[src/arph_pkg.sv]
// arph_pkg: constants, register map and control field layout of the
// converter result path (result split, display source, peak/hold).
// assumes a deframed host register port and a filter that delivers
// one auto-calibrated 20-bit result per conversion as a pulse.
package arph_pkg;

    // register port and result geometry
    localparam int ADDR_W = 4;
    localparam int DATA_W = 16;
    localparam int RAW_W = 20;
    localparam int LOW_W = 4;

    // register indices on the host register port
    localparam logic [ADDR_W-1:0] IDX_RESULT_UPPER = 4'h0;
    localparam logic [ADDR_W-1:0] IDX_DISPLAY = 4'h1;
    localparam logic [ADDR_W-1:0] IDX_PEAK = 4'h2;
    localparam logic [ADDR_W-1:0] IDX_RESULT_LOW = 4'h3;
    localparam logic [ADDR_W-1:0] IDX_CONTROL = 4'h4;
    localparam logic [ADDR_W-1:0] IDX_STATUS = 4'h5;
    localparam logic [ADDR_W-1:0] IDX_CUSTOM_OFFSET = 4'h6;

    // reset values
    localparam logic [15:0] RST_WORD = 16'h0000;
    localparam logic [7:0] RST_BYTE = 8'h00;

    // control register field positions
    localparam int CTL_SRC_HOST = 0;
    localparam int CTL_PEAK = 1;
    localparam int CTL_HOLD = 2;
    localparam int CTL_CONT_OFFSET_DIS = 3;
    localparam int CTL_ENH_OFFSET_TRIG = 4;
    localparam int CTL_DIG_PD = 5;
    localparam int CTL_ANA_PD = 6;
    localparam int CTL_RANGE = 7;

    // status register field positions
    localparam int STS_UNDERVOLTAGE = 0;
    localparam int STS_PEAK_ACTIVE = 1;
    localparam int STS_HOLD_ACTIVE = 2;
    localparam int STS_ENH_BUSY = 3;
    localparam int STS_VARIANT_45 = 4;

    // position of the low result nibble inside its 8-bit register
    localparam int LOW_NIBBLE_POS = 4;

    // signed compare of two 16-bit two's complement words
    function automatic logic signed_gt(input logic [15:0] a, input logic [15:0] b);
        signed_gt = $signed(a) > $signed(b);
    endfunction : signed_gt

endpackage : arph_pkg

[src/arph_peak_track.sv]
// arph_peak_track: peak register with seed on enable, signed compare
// and clear on a write of zero to the peak enable bit.
// assumes sample_valid_i is a one-cycle pulse on the same clock.
`timescale 1ns/100ps
module arph_peak_track
    import arph_pkg::*;
(
    input wire logic ref_clk_i,
    input wire logic arst_n_i,
    input wire logic peak_en_i,
    input wire logic peak_clr_i,
    input wire logic sample_valid_i,
    input wire logic [15:0] sample_i,
    input wire logic [15:0] current_i,
    output logic [15:0] peak_o
);

    logic en_d;

    // remembers the enable of the previous cycle to find its rising edge
    always_ff @(posedge ref_clk_i or negedge arst_n_i) begin
        if (!arst_n_i) begin
            en_d <= 1'b0;
        end else begin
            en_d <= peak_en_i;
        end
    end

    // peak register update
    always_ff @(posedge ref_clk_i or negedge arst_n_i) begin
        if (!arst_n_i) begin
            peak_o <= RST_WORD;
        end else if (peak_clr_i) begin
            peak_o <= RST_WORD;
        end else if (peak_en_i && !en_d) begin
            peak_o <= sample_valid_i ? sample_i : current_i;
        end else if (peak_en_i && sample_valid_i) begin
            if (signed_gt(sample_i, peak_o)) begin
                peak_o <= sample_i;
            end
        end
    end

endmodule : arph_peak_track

[src/arph_result_path.sv]
// arph_result_path: result registers, display source selection, peak
// and hold, offset calibration and power-down control bits, low
// battery flag. Registers are reached over a deframed host register
// port: one write strobe or read strobe per access.
// assumes conv_valid_i/conv_data_i come from the filter on ref_clk_i,
// cal_done_i comes from the calibration sequencer on ref_clk_i, and
// undervoltage_flag_cmp_i and variant_45_i are pins needing synchronisation.
`timescale 1ns/100ps
module arph_result_path
    import arph_pkg::*;
(
    input wire logic ref_clk_i,
    input wire logic arst_n_i,
    // host register port
    input wire logic reg_wr_i,
    input wire logic reg_rd_i,
    input wire logic [ADDR_W-1:0] reg_addr_i,
    input wire logic [DATA_W-1:0] reg_wdata_i,
    output logic [DATA_W-1:0] reg_rdata_o,
    output logic reg_rvalid_o,
    // conversion results from the filter
    input wire logic conv_valid_i,
    input wire logic [RAW_W-1:0] conv_data_i,
    // calibration sequencer handshake
    input wire logic cal_done_i,
    // pins
    input wire logic undervoltage_flag_cmp_i,
    input wire logic variant_45_i,
    // controls to the converter and display driver
    output logic [DATA_W-1:0] display_value_o,
    output logic offset_cal_en_o,
    output logic enh_cal_req_o,
    output logic dig_pd_o,
    output logic ana_pd_o,
    output logic range_o,
    output logic undervoltage_flag_seg_o,
    output logic peak_seg_o,
    output logic hold_seg_o
);

    // register contents
    logic [15:0] result_upper_word;
    logic [7:0] result_low_nibble;
    logic [15:0] display_value;
    logic [15:0] peak_value;
    logic [15:0] custom_offset;

    // control bits
    logic src_host;
    logic peak_en;
    logic hold_en;
    logic continuous_offset_disable;
    logic enhanced_offset_trigger;
    logic digital_power_down;
    logic analog_power_down;
    logic range_sel;

    // status and synchronisers
    logic undervoltage_flag;
    logic lb_meta;
    logic lb_sync;
    logic var_meta;
    logic var_sync;

    // decoded accesses and conversion path
    logic wr_control;
    logic wr_display;
    logic wr_offset;
    logic peak_clr;
    logic conv_take;
    logic [RAW_W-1:0] offset_ext;
    logic [RAW_W-1:0] final_result;
    logic [15:0] final_upper;
    logic [DATA_W-1:0] next_rdata;
    logic [DATA_W-1:0] control_word;
    logic [DATA_W-1:0] status_word;

    // write decode; read-only indices have no write enable at all
    // read-only writes dropped
    assign wr_control = reg_wr_i && (reg_addr_i == IDX_CONTROL);
    assign wr_display = reg_wr_i && (reg_addr_i == IDX_DISPLAY);
    assign wr_offset = reg_wr_i && (reg_addr_i == IDX_CUSTOM_OFFSET);

    assign peak_clr = wr_control && !reg_wdata_i[CTL_PEAK];

    assign conv_take = conv_valid_i && !digital_power_down;

    // custom offset counts in units of the upper word lsb
    assign offset_ext = {custom_offset, {LOW_W{1'b0}}};

    assign final_result = conv_data_i - offset_ext;
    assign final_upper = final_result[RAW_W-1:LOW_W];

    // pin synchronisers: two flops before any logic reads the level
    always_ff @(posedge ref_clk_i or negedge arst_n_i) begin
        if (!arst_n_i) begin
            lb_meta <= 1'b0;
            lb_sync <= 1'b0;
            var_meta <= 1'b0;
            var_sync <= 1'b0;
        end else begin
            lb_meta <= undervoltage_flag_cmp_i;
            lb_sync <= lb_meta;
            var_meta <= variant_45_i;
            var_sync <= var_meta;
        end
    end

    // undervoltage flag follows the synchronised comparator level
    always_ff @(posedge ref_clk_i or negedge arst_n_i) begin
        if (!arst_n_i) begin
            undervoltage_flag <= 1'b0;
        end else begin
            undervoltage_flag <= lb_sync;
        end
    end

    // result registers load on every accepted conversion
    always_ff @(posedge ref_clk_i or negedge arst_n_i) begin
        if (!arst_n_i) begin
            result_upper_word <= RST_WORD;
            result_low_nibble <= RST_BYTE;
        end else if (conv_take) begin
            // upper bits, layout shared by variants
            result_upper_word <= final_upper;
            result_low_nibble <= {final_result[LOW_W-1:0], {LOW_NIBBLE_POS{1'b0}}};
        end
    end

    // control register fields other than the enhanced trigger
    always_ff @(posedge ref_clk_i or negedge arst_n_i) begin
        if (!arst_n_i) begin
            src_host <= 1'b0;
            peak_en <= 1'b0;
            hold_en <= 1'b0;
            continuous_offset_disable <= 1'b0;
            digital_power_down <= 1'b0;
            analog_power_down <= 1'b0;
            range_sel <= 1'b0;
        end else if (wr_control) begin
            src_host <= reg_wdata_i[CTL_SRC_HOST];
            peak_en <= reg_wdata_i[CTL_PEAK];
            hold_en <= reg_wdata_i[CTL_HOLD];
            continuous_offset_disable <= reg_wdata_i[CTL_CONT_OFFSET_DIS];
            digital_power_down <= reg_wdata_i[CTL_DIG_PD];
            analog_power_down <= reg_wdata_i[CTL_ANA_PD];
            range_sel <= reg_wdata_i[CTL_RANGE];
        end
    end

    // enhanced offset trigger: host sets it, the sequencer clears it
    always_ff @(posedge ref_clk_i or negedge arst_n_i) begin
        if (!arst_n_i) begin
            enhanced_offset_trigger <= 1'b0;
        end else if (wr_control && reg_wdata_i[CTL_ENH_OFFSET_TRIG]) begin
            enhanced_offset_trigger <= 1'b1;
        end else if (cal_done_i) begin
            enhanced_offset_trigger <= 1'b0;
        end
    end

    // custom offset register, read/write
    always_ff @(posedge ref_clk_i or negedge arst_n_i) begin
        if (!arst_n_i) begin
            custom_offset <= RST_WORD;
        end else if (wr_offset) begin
            custom_offset <= reg_wdata_i;
        end
    end

    // peak register lives in its own small module
    arph_peak_track u_peak (
        .ref_clk_i(ref_clk_i),
        .arst_n_i(arst_n_i),
        .peak_en_i(peak_en),
        .peak_clr_i(peak_clr),
        .sample_valid_i(conv_take),
        .sample_i(final_upper),
        .current_i(result_upper_word),
        .peak_o(peak_value)
    );

    // display register source selection; hold outranks peak, peak
    // outranks the host/result choice
    always_ff @(posedge ref_clk_i or negedge arst_n_i) begin
        if (!arst_n_i) begin
            display_value <= RST_WORD;
        end else if (hold_en) begin
            display_value <= display_value;
        end else if (digital_power_down) begin
            display_value <= display_value;
        end else if (peak_en) begin
            display_value <= peak_value;
        end else if (src_host) begin
            if (wr_display) begin
                display_value <= reg_wdata_i;
            end
        end else if (conv_take) begin
            display_value <= final_upper;
        end
    end

    // control and status words as read back
    always_comb begin
        control_word = RST_WORD;
        control_word[CTL_SRC_HOST] = src_host;
        control_word[CTL_PEAK] = peak_en;
        control_word[CTL_HOLD] = hold_en;
        control_word[CTL_CONT_OFFSET_DIS] = continuous_offset_disable;
        control_word[CTL_ENH_OFFSET_TRIG] = enhanced_offset_trigger;
        control_word[CTL_DIG_PD] = digital_power_down;
        control_word[CTL_ANA_PD] = analog_power_down;
        control_word[CTL_RANGE] = range_sel;
        status_word = RST_WORD;
        status_word[STS_UNDERVOLTAGE] = undervoltage_flag;
        status_word[STS_PEAK_ACTIVE] = peak_en;
        status_word[STS_HOLD_ACTIVE] = hold_en;
        status_word[STS_ENH_BUSY] = enhanced_offset_trigger;
        status_word[STS_VARIANT_45] = var_sync;
    end

    // read multiplexer; unmapped indices read as zero
    always_comb begin
        unique case (reg_addr_i)
            IDX_RESULT_UPPER: next_rdata = result_upper_word;
            IDX_DISPLAY: next_rdata = display_value;
            IDX_PEAK: next_rdata = peak_value;
            IDX_RESULT_LOW: next_rdata = {RST_BYTE, result_low_nibble};
            IDX_CONTROL: next_rdata = control_word;
            IDX_STATUS: next_rdata = status_word;
            IDX_CUSTOM_OFFSET: next_rdata = custom_offset;
            default: next_rdata = RST_WORD;
        endcase
    end

    // read data is registered and stands until the next read
    always_ff @(posedge ref_clk_i or negedge arst_n_i) begin
        if (!arst_n_i) begin
            reg_rdata_o <= RST_WORD;
            reg_rvalid_o <= 1'b0;
        end else begin
            reg_rvalid_o <= reg_rd_i;
            if (reg_rd_i) begin
                reg_rdata_o <= next_rdata;
            end
        end
    end

    // registered controls towards the converter and display driver
    always_ff @(posedge ref_clk_i or negedge arst_n_i) begin
        if (!arst_n_i) begin
            display_value_o <= RST_WORD;
            offset_cal_en_o <= 1'b0;
            enh_cal_req_o <= 1'b0;
            dig_pd_o <= 1'b0;
            ana_pd_o <= 1'b0;
            range_o <= 1'b0;
            undervoltage_flag_seg_o <= 1'b0;
            peak_seg_o <= 1'b0;
            hold_seg_o <= 1'b0;
        end else begin
            display_value_o <= display_value;
            offset_cal_en_o <= !continuous_offset_disable && !analog_power_down;
            enh_cal_req_o <= enhanced_offset_trigger && !analog_power_down;
            dig_pd_o <= digital_power_down;
            ana_pd_o <= analog_power_down;
            range_o <= range_sel;
            undervoltage_flag_seg_o <= undervoltage_flag && !digital_power_down;
            peak_seg_o <= peak_en && !digital_power_down;
            hold_seg_o <= hold_en && !digital_power_down;
        end
    end

endmodule : arph_result_path

[config.mk]
export PLATFORM = sky130hd
export DESIGN_NAME = arph_result_path
export DESIGN_NICKNAME = d
export VERILOG_FILES = /design/src/arph_pkg.sv /design/src/arph_peak_track.sv /design/src/arph_result_path.sv
export SDC_FILE = /design/constraint.sdc
export NUM_CORES = 1
export LEC_CHECK = 0
export CORE_ASPECT_RATIO = 0.5
export CORE_UTILIZATION = 55
export CTS_CLUSTER_SIZE = 12
export DETAILED_ROUTE_END_ITERATION = 8
export DONT_BUFFER_PORTS = 1
export PLACE_DENSITY = 0.77
export SYNTH_ARGS = -nofsm -noshare
export SYNTH_HDL_FRONTEND = slang
export SYNTH_SLANG_ARGS = --single-unit
[constraint.sdc]
create_clock -name ref_clk_i -period 5.6 [get_ports ref_clk_i]
set_clock_uncertainty 0.15 [all_clocks]
set_input_delay 1.4 -clock ref_clk_i [delete_from_list [all_inputs] [get_ports ref_clk_i]]
set_output_delay 1.4 -clock ref_clk_i [all_outputs]
set_load 0.02 [all_outputs]
==> reports/results.ini, run 1 <==
[run_status]
outcome=complete, no violations

[synthesis]
synth_cells=677
synth_top_family_by_area=compound AO/OA/AOI/OAI gates
synth-adder-area-share=0.0621
muxShareOfSynthArea=0.0789
ys_seq_elements=123
synth_edf_count=0
yosys_warnings=0
synth_top_area_share=0.469
yosysTopAreaCell=dfrtp_1
ys_types=60
syn_area_um2=6560
yosys.area_share.simple=0.123
synthTopCellsByArea=dfrtp_1 47%, ha_1 5.9%, nand2_1 5.2%, mux2_2 4.3%, inv_1 3.4%
async_reset_ff_frac=1.00
ys_seq_area_frac=0.469
syn_nets=757
synth_compound_area_frac=0.199
synth_flop_cell=dfrtp_1
synth_xor_area_frac=0.0133
avgSynthCellArea_um2=9.70

[routing]
drt-pass1-iter-count=6
avgRoutedWirePerCell_um=22.4
via_per_inst=6.36
vias=5517
ant_nets=0
drtIter0Drc=824
drc=0
totalWireLength_um=19500

[power_and_ir_drop]
switching_share=0.383
pwr-share-clk=0.285
powerDensity_nw_per_um2=538
power_leakage_uw=0.00348
vdd_drop_max_uv=245
seqPwrFrac=0.382
power.share.combinational=0.333
intPower_uw=2490
p_sw_uw=1540

[global_routing]
grt_usage=0.337
grt_max_degree=124
grt_pass1_wl_um=31000
antenna_found_initial=0
grt_overflow_total=0
grt_pass1_vias=5377

[clock_network]
insertion_delay_ps=420
ctsResizeCount=0
cts-root-buf=clkbuf_16
postCtsHoldBufs=0
cts_buffers=17
clk_pin_slew_ps=60
htree_levels=4
cts_setup_buffers=0
cts.path.max_buffers=2
clock-sinks=123
cts_tree=done

[sta]
post-route-period-util=0.933
worstMarginPinSlew_ps=1240
rsz0062_at_grt=no
finalHoldViolCount=0
max_freq_ghz=0.191
slew_headroom=0.169
setup-violations-final=0
drv_slew=0
post-route-min-period_ps=5220

[cells_and_area]
drive_gt1_frac=0.148
layout_common_cells=123 x dfrtp_1, 91 x nand2_1, 60 x inv_1
finalCoreUtilization=0.662
antennaDiodeCount=0
final_common_cell=dfrtp_1
area_growth_pct=14.2
finalNonFillerCells=868
nFillCells=876
nNetsFinal=776

[critical_path]
cp_max_fo=5
reg2reg_depth=15
criticalPathCategory=primary input to flip-flop
cp_data_required_time_ps=5740
setup.worst_path.end_class=flip-flop
worst_ep_arrival_time_ps=5370
worst_setup_path_start_kind=primary input

[flow_run]
cap_violations=0

[floorplanning]
num_io_pins=89
die_y_um=79.2
initial_utilization=0.580
die_w_um=156
dieArea_um2=12400
coreArea_um2=11300
std_cell_rows=27

[hold_path]
hold_depth=0
hp-class=flip-flop to flip-flop

[place]
dp_cells=836
port_buffers=0
place.detailed.hpwl_um=13400
gp_congestion=0.912

final timing paths:
path	start	to	slack, ps
setup / recovery	conv_data_i[10]	u_peak.peak_o[6]	380
hold / removal	lb_sync	undervoltage_flag	200
setup reg to reg	custom_offset[6]	u_peak.peak_o[6]	870
hold reg to reg	lb_sync	undervoltage_flag	200
max in group asynchronous	arst_n_i	src_host	4500
min in group asynchronous	arst_n_i	display_value_o[15]	520
synthesized netlist by cell type (6+ instances only):
cell,n
dfrtp_1,123
nand2_1,91
inv_1,60
o21ai_0,45
a21oi_1,44
ha_1,31
nor2_1,30
clkbuf_1,28
mux2_2,25
o22ai_1,17
mux2i_1,15
a21o_1,14
a222oi_1,14
a31oi_1,10
a21boi_0,8
a22oi_1,8
nand4_1,7
nand2b_1,6
nor3_1,6
o211ai_1,6
o21a_1,6
kinds of logic (layout without fill, tap and decap cells):
logic type	count (synthesis)	in the layout
AO/OA/AOI/OAI	200	200
XOR/XNOR	10	10
buffers and inverters	93	125
AND/OR/NAND/NOR	173	173
multiplexers	46	46
flip-flops	123	123
adder cells (fa/ha/maj)	32	32
worst max-delay path, cell delays in order:
cell       delay (ps)
ha_1              280
a21o_1            190
or3_1             320
o21ai_1           230
a21oi_1           120
or4b_1            550
inv_1              70
ha_1              230
nand4_1           180
a2111oi_1          80
or4_4             540
mux2_4            320
or3_1             500
mux2_4            350
registers in the layout, summed over array words and instances (netlist names), 4 cells and up:
signal and count:
result_low_nibble 4, reg_rdata_o 16, u_peak.peak_o 16, display_value_o 16, result_upper_word 16, display_value 16, custom_offset 16
layer usage:
metal	part of all wire	track usage	up-vias
li1	-	-	2465
met1	0.45	0.482	2677
met2	0.41	0.479	331
met3	0.12	0.106	44
met4	0.023	0.114	0
met5	0	0	-
area by class of cell:
cell class              count  area (um^2)  area share
flip-flops and latches    123         3080       0.411
clock buffers              19          443      0.0591
clock inverters            13          164      0.0219
repair buffers             32          240      0.0321
inverters                  61          229      0.0306
well taps                 159          199      0.0265
multi-input cells         461         3140       0.419
power by group through the flow:
stage	clock, uW	combinational [uW]	sequential (uW)
final	1150	1340	1540
after global routing	1190	1490	1580
after CTS	1150	1320	1530
after detailed placement	0	1300	1540
after global placement	0	1280	1530
after floorplan	0	963	1440
stage by stage:
step	cell area [um^2]	TNS [ps]	setup slack, ps	power (uW)	hold slack, ps
5_1_grt	7490	0	171	4260	208
3_5_place_dp	6890	-67.0	-21.7	2840	186
2_1_floorplan	6560	0	65.8	2400	181
6_report	7490	0	375	4030	197
4_1_cts	7490	0	385	4000	200
3_3_place_gp	6890	0	32.7	2810	182
Power figures use the tool's default switching activity.
==> inputs of run 2 (changes only) <==
--- a/config.mk
+++ b/config.mk
@@ -6,11 +6,11 @@
 export NUM_CORES = 1
 export LEC_CHECK = 0
 export CORE_ASPECT_RATIO = 0.5
-export CORE_UTILIZATION = 55
+export CORE_UTILIZATION = 64
 export CTS_CLUSTER_SIZE = 12
 export DETAILED_ROUTE_END_ITERATION = 8
 export DONT_BUFFER_PORTS = 1
-export PLACE_DENSITY = 0.77
+export PLACE_DENSITY = 0.87
 export SYNTH_ARGS = -nofsm -noshare
 export SYNTH_HDL_FRONTEND = slang
 export SYNTH_SLANG_ARGS = --single-unit
==> run 2 against run 1 <==
  * First-iteration DRC count is 6.6% higher
  * Fmax down 2.3%
  * Count of clock-buffer cells in the layout decreased by 1
  * Final area is 0.12% lower
==> reports/results.ini, run 2 (same netlist as run 1, synthesis figures left out) <==
[floorplanning]
die_y_um=73.6  ; was 79.2 um
initial_utilization=0.677  ; was 0.580
std_cell_rows=25  ; was 27
dieArea_um2=10700  ; was 12400 um^2
num_io_pins=89  ; unchanged
die_w_um=145  ; was 156 um
coreArea_um2=9700  ; was 11300 um^2

[cells_and_area]
area_growth_pct=14.0  ; was 14.2%
antennaDiodeCount=0  ; unchanged
drive_gt1_frac=0.148  ; about the same
layout_common_cells=123 x dfrtp_1, 91 x nand2_1, 60 x inv_1  ; unchanged
final_common_cell=dfrtp_1  ; unchanged
finalCoreUtilization=0.772  ; was 0.662
nNetsFinal=775  ; was 776
finalNonFillerCells=843  ; was 868

[place]
port_buffers=0  ; unchanged
dpl_worst_slack_ps=-80.7  ; was -21.7 ps
place.detailed.hpwl_um=13300  ; was 13400 um
gp_congestion=0.948  ; was 0.912
dp_cells=811  ; was 836

[clock_network]
cts_buffers=17  ; unchanged
insertion_delay_ps=420  ; about the same
cts_setup_buffers=0  ; unchanged
cts.path.max_buffers=2  ; unchanged
cts-root-buf=clkbuf_16  ; unchanged
postCtsHoldBufs=0  ; unchanged
cts_tree=done  ; unchanged
htree_levels=4  ; unchanged
clk_pin_slew_ps=60  ; about the same
ctsResizeCount=0  ; unchanged
clock-sinks=123  ; unchanged

[routing]
drc=0  ; unchanged
avgRoutedWirePerCell_um=23.2  ; was 22.4 um
vias=5703  ; was 5517
totalWireLength_um=19600  ; was 19500 um
ant_nets=0  ; unchanged
drtIter0Drc=878  ; was 824
drt-pass1-iter-count=7  ; was 6
via_per_inst=6.77  ; was 6.36

[critical_path]
path_buf_inv=1  ; unchanged
slowest_delay_ps=560  ; was 550 ps
cp_slowest_cell=or4b_1  ; unchanged
cp_max_fo=5  ; unchanged
worst_setup_path_start_kind=primary input  ; unchanged
crit_family=simple AND/OR/NAND/NOR gates  ; unchanged
cp_data_required_time_ps=5750  ; was 5740 ps
crit_chain=ha_1 -> a21o_1 -> or3_1 -> o21ai_1 -> a21oi_1 -> or4b_1 -> inv_1 -> ha_1 -> nand4_1 -> a2111oi_1 -> or4_4 -> mux2_4 -> or3_1 -> mux2_4  ; unchanged
setup.worst_path.end_class=flip-flop  ; unchanged
worst_ep_arrival_time_ps=5490  ; was 5370 ps
criticalPathCategory=primary input to flip-flop  ; unchanged

[sta]
post-route-min-period_ps=5340  ; was 5220 ps
max_freq_ghz=0.187  ; was 0.191 GHz
rsz0062_at_grt=no  ; unchanged
post-route-period-util=0.954  ; was 0.933
slew_headroom=0.331  ; was 0.169
timing.hold.ws_ps=202  ; was 197 ps
setup-violations-final=0  ; unchanged
finalHoldViolCount=0  ; unchanged
drv_slew=0  ; unchanged
worstMarginPinSlew_ps=1000  ; was 1240 ps
worst_slack_ps=255  ; was 375 ps

[global_routing]
grt_pass1_vias=5458  ; was 5377
grt_overflow_total=0  ; unchanged
grt_max_degree=124  ; unchanged
antenna_found_initial=1  ; was 0
grt_pass1_wl_um=30100  ; was 31000 um
grt_usage=0.382  ; was 0.337

[flow_run]
cap_violations=0  ; unchanged

[power_and_ir_drop]
power_leakage_uw=0.00349  ; was 0.00348 uW
powerDensity_nw_per_um2=546  ; was 538 nW/um^2
vdd_drop_max_uv=300  ; was 245 uV

[hold_path]
hp-class=flip-flop to flip-flop  ; unchanged

[run_status]
outcome=complete, no violations  ; unchanged

## run 2: cell types whose count changed in the layout (fill, tap and decap cells not counted)
cell        before  now
clkinv_4         2    5
buf_4           32   31
clkinvlp_4       2    1
nor3_1           5    6
clkinv_2         3    1
nor4b_4          0    1
clkbuf_1         1    0
nor4_1           3    2
inv_8            0    2
nor3_2           1    0
inv_6            3    2
nor4_2           0    1
nor4b_2          2    1
## run 2: worst paths after layout
check / startpoint / end / slack, ps / cells after the start
setup / recovery: conv_data_i[10] / u_peak.peak_o[13] / 260 / 14
hold / removal: lb_sync / undervoltage_flag / 200 / 0
setup reg to reg: custom_offset[6] / u_peak.peak_o[13] / 680 / 15
hold reg to reg: lb_sync / undervoltage_flag / 200 / 0
max in group asynchronous: arst_n_i / u_peak.peak_o[0] / 4500 / 0
min in group asynchronous: arst_n_i / display_value_o[15] / 530 / 0
## run 2: per-stage QoR
stage	instance area [um^2]	TNS [ps]	power (uW)
2_1_floorplan	6560	0	2400
3_3_place_gp	6860	0	2790
3_5_place_dp	6860	-387	2850
4_1_cts	7490	0	4030
5_1_grt	7490	0	4270
6_report	7490	0	4090
## run 2: worst reg2reg max path: cells and delay by family, from the launching register on
kind                     cells  cell delay, ps
AND/OR/NAND/NOR              5            2140
buffers and inverters        2             180
adder cells (fa/ha/maj)      2             550
flip-flops                   1             450
AO/OA/AOI/OAI                4             680
multiplexers                 2             670
## run 2: routing by layer
layer,part of all wire,GRT usage
met3,0.15,0.140
met4,0.026,0.170
met5,0,0
met2,0.43,0.563
met1,0.40,0.511
## run 2: power by group
group	switching, uW	internal, uW	leakage, uW	total, uW
combinational	774	592	0.00166	1370
sequential	371	1180	0.00152	1550
clock	444	723	0.000305	1170
total	1590	2500	0.00349	4090
## run 2: layout make-up
cell class / instances / area, um^2
clock buffers: 18 / 439
clock inverters: 14 / 186
fillers: 631 / 2210
inverters: 61 / 229
multi-input cells: 461 / 3150
flip-flops and latches: 123 / 3080
well taps: 135 / 169
repair buffers: 31 / 233
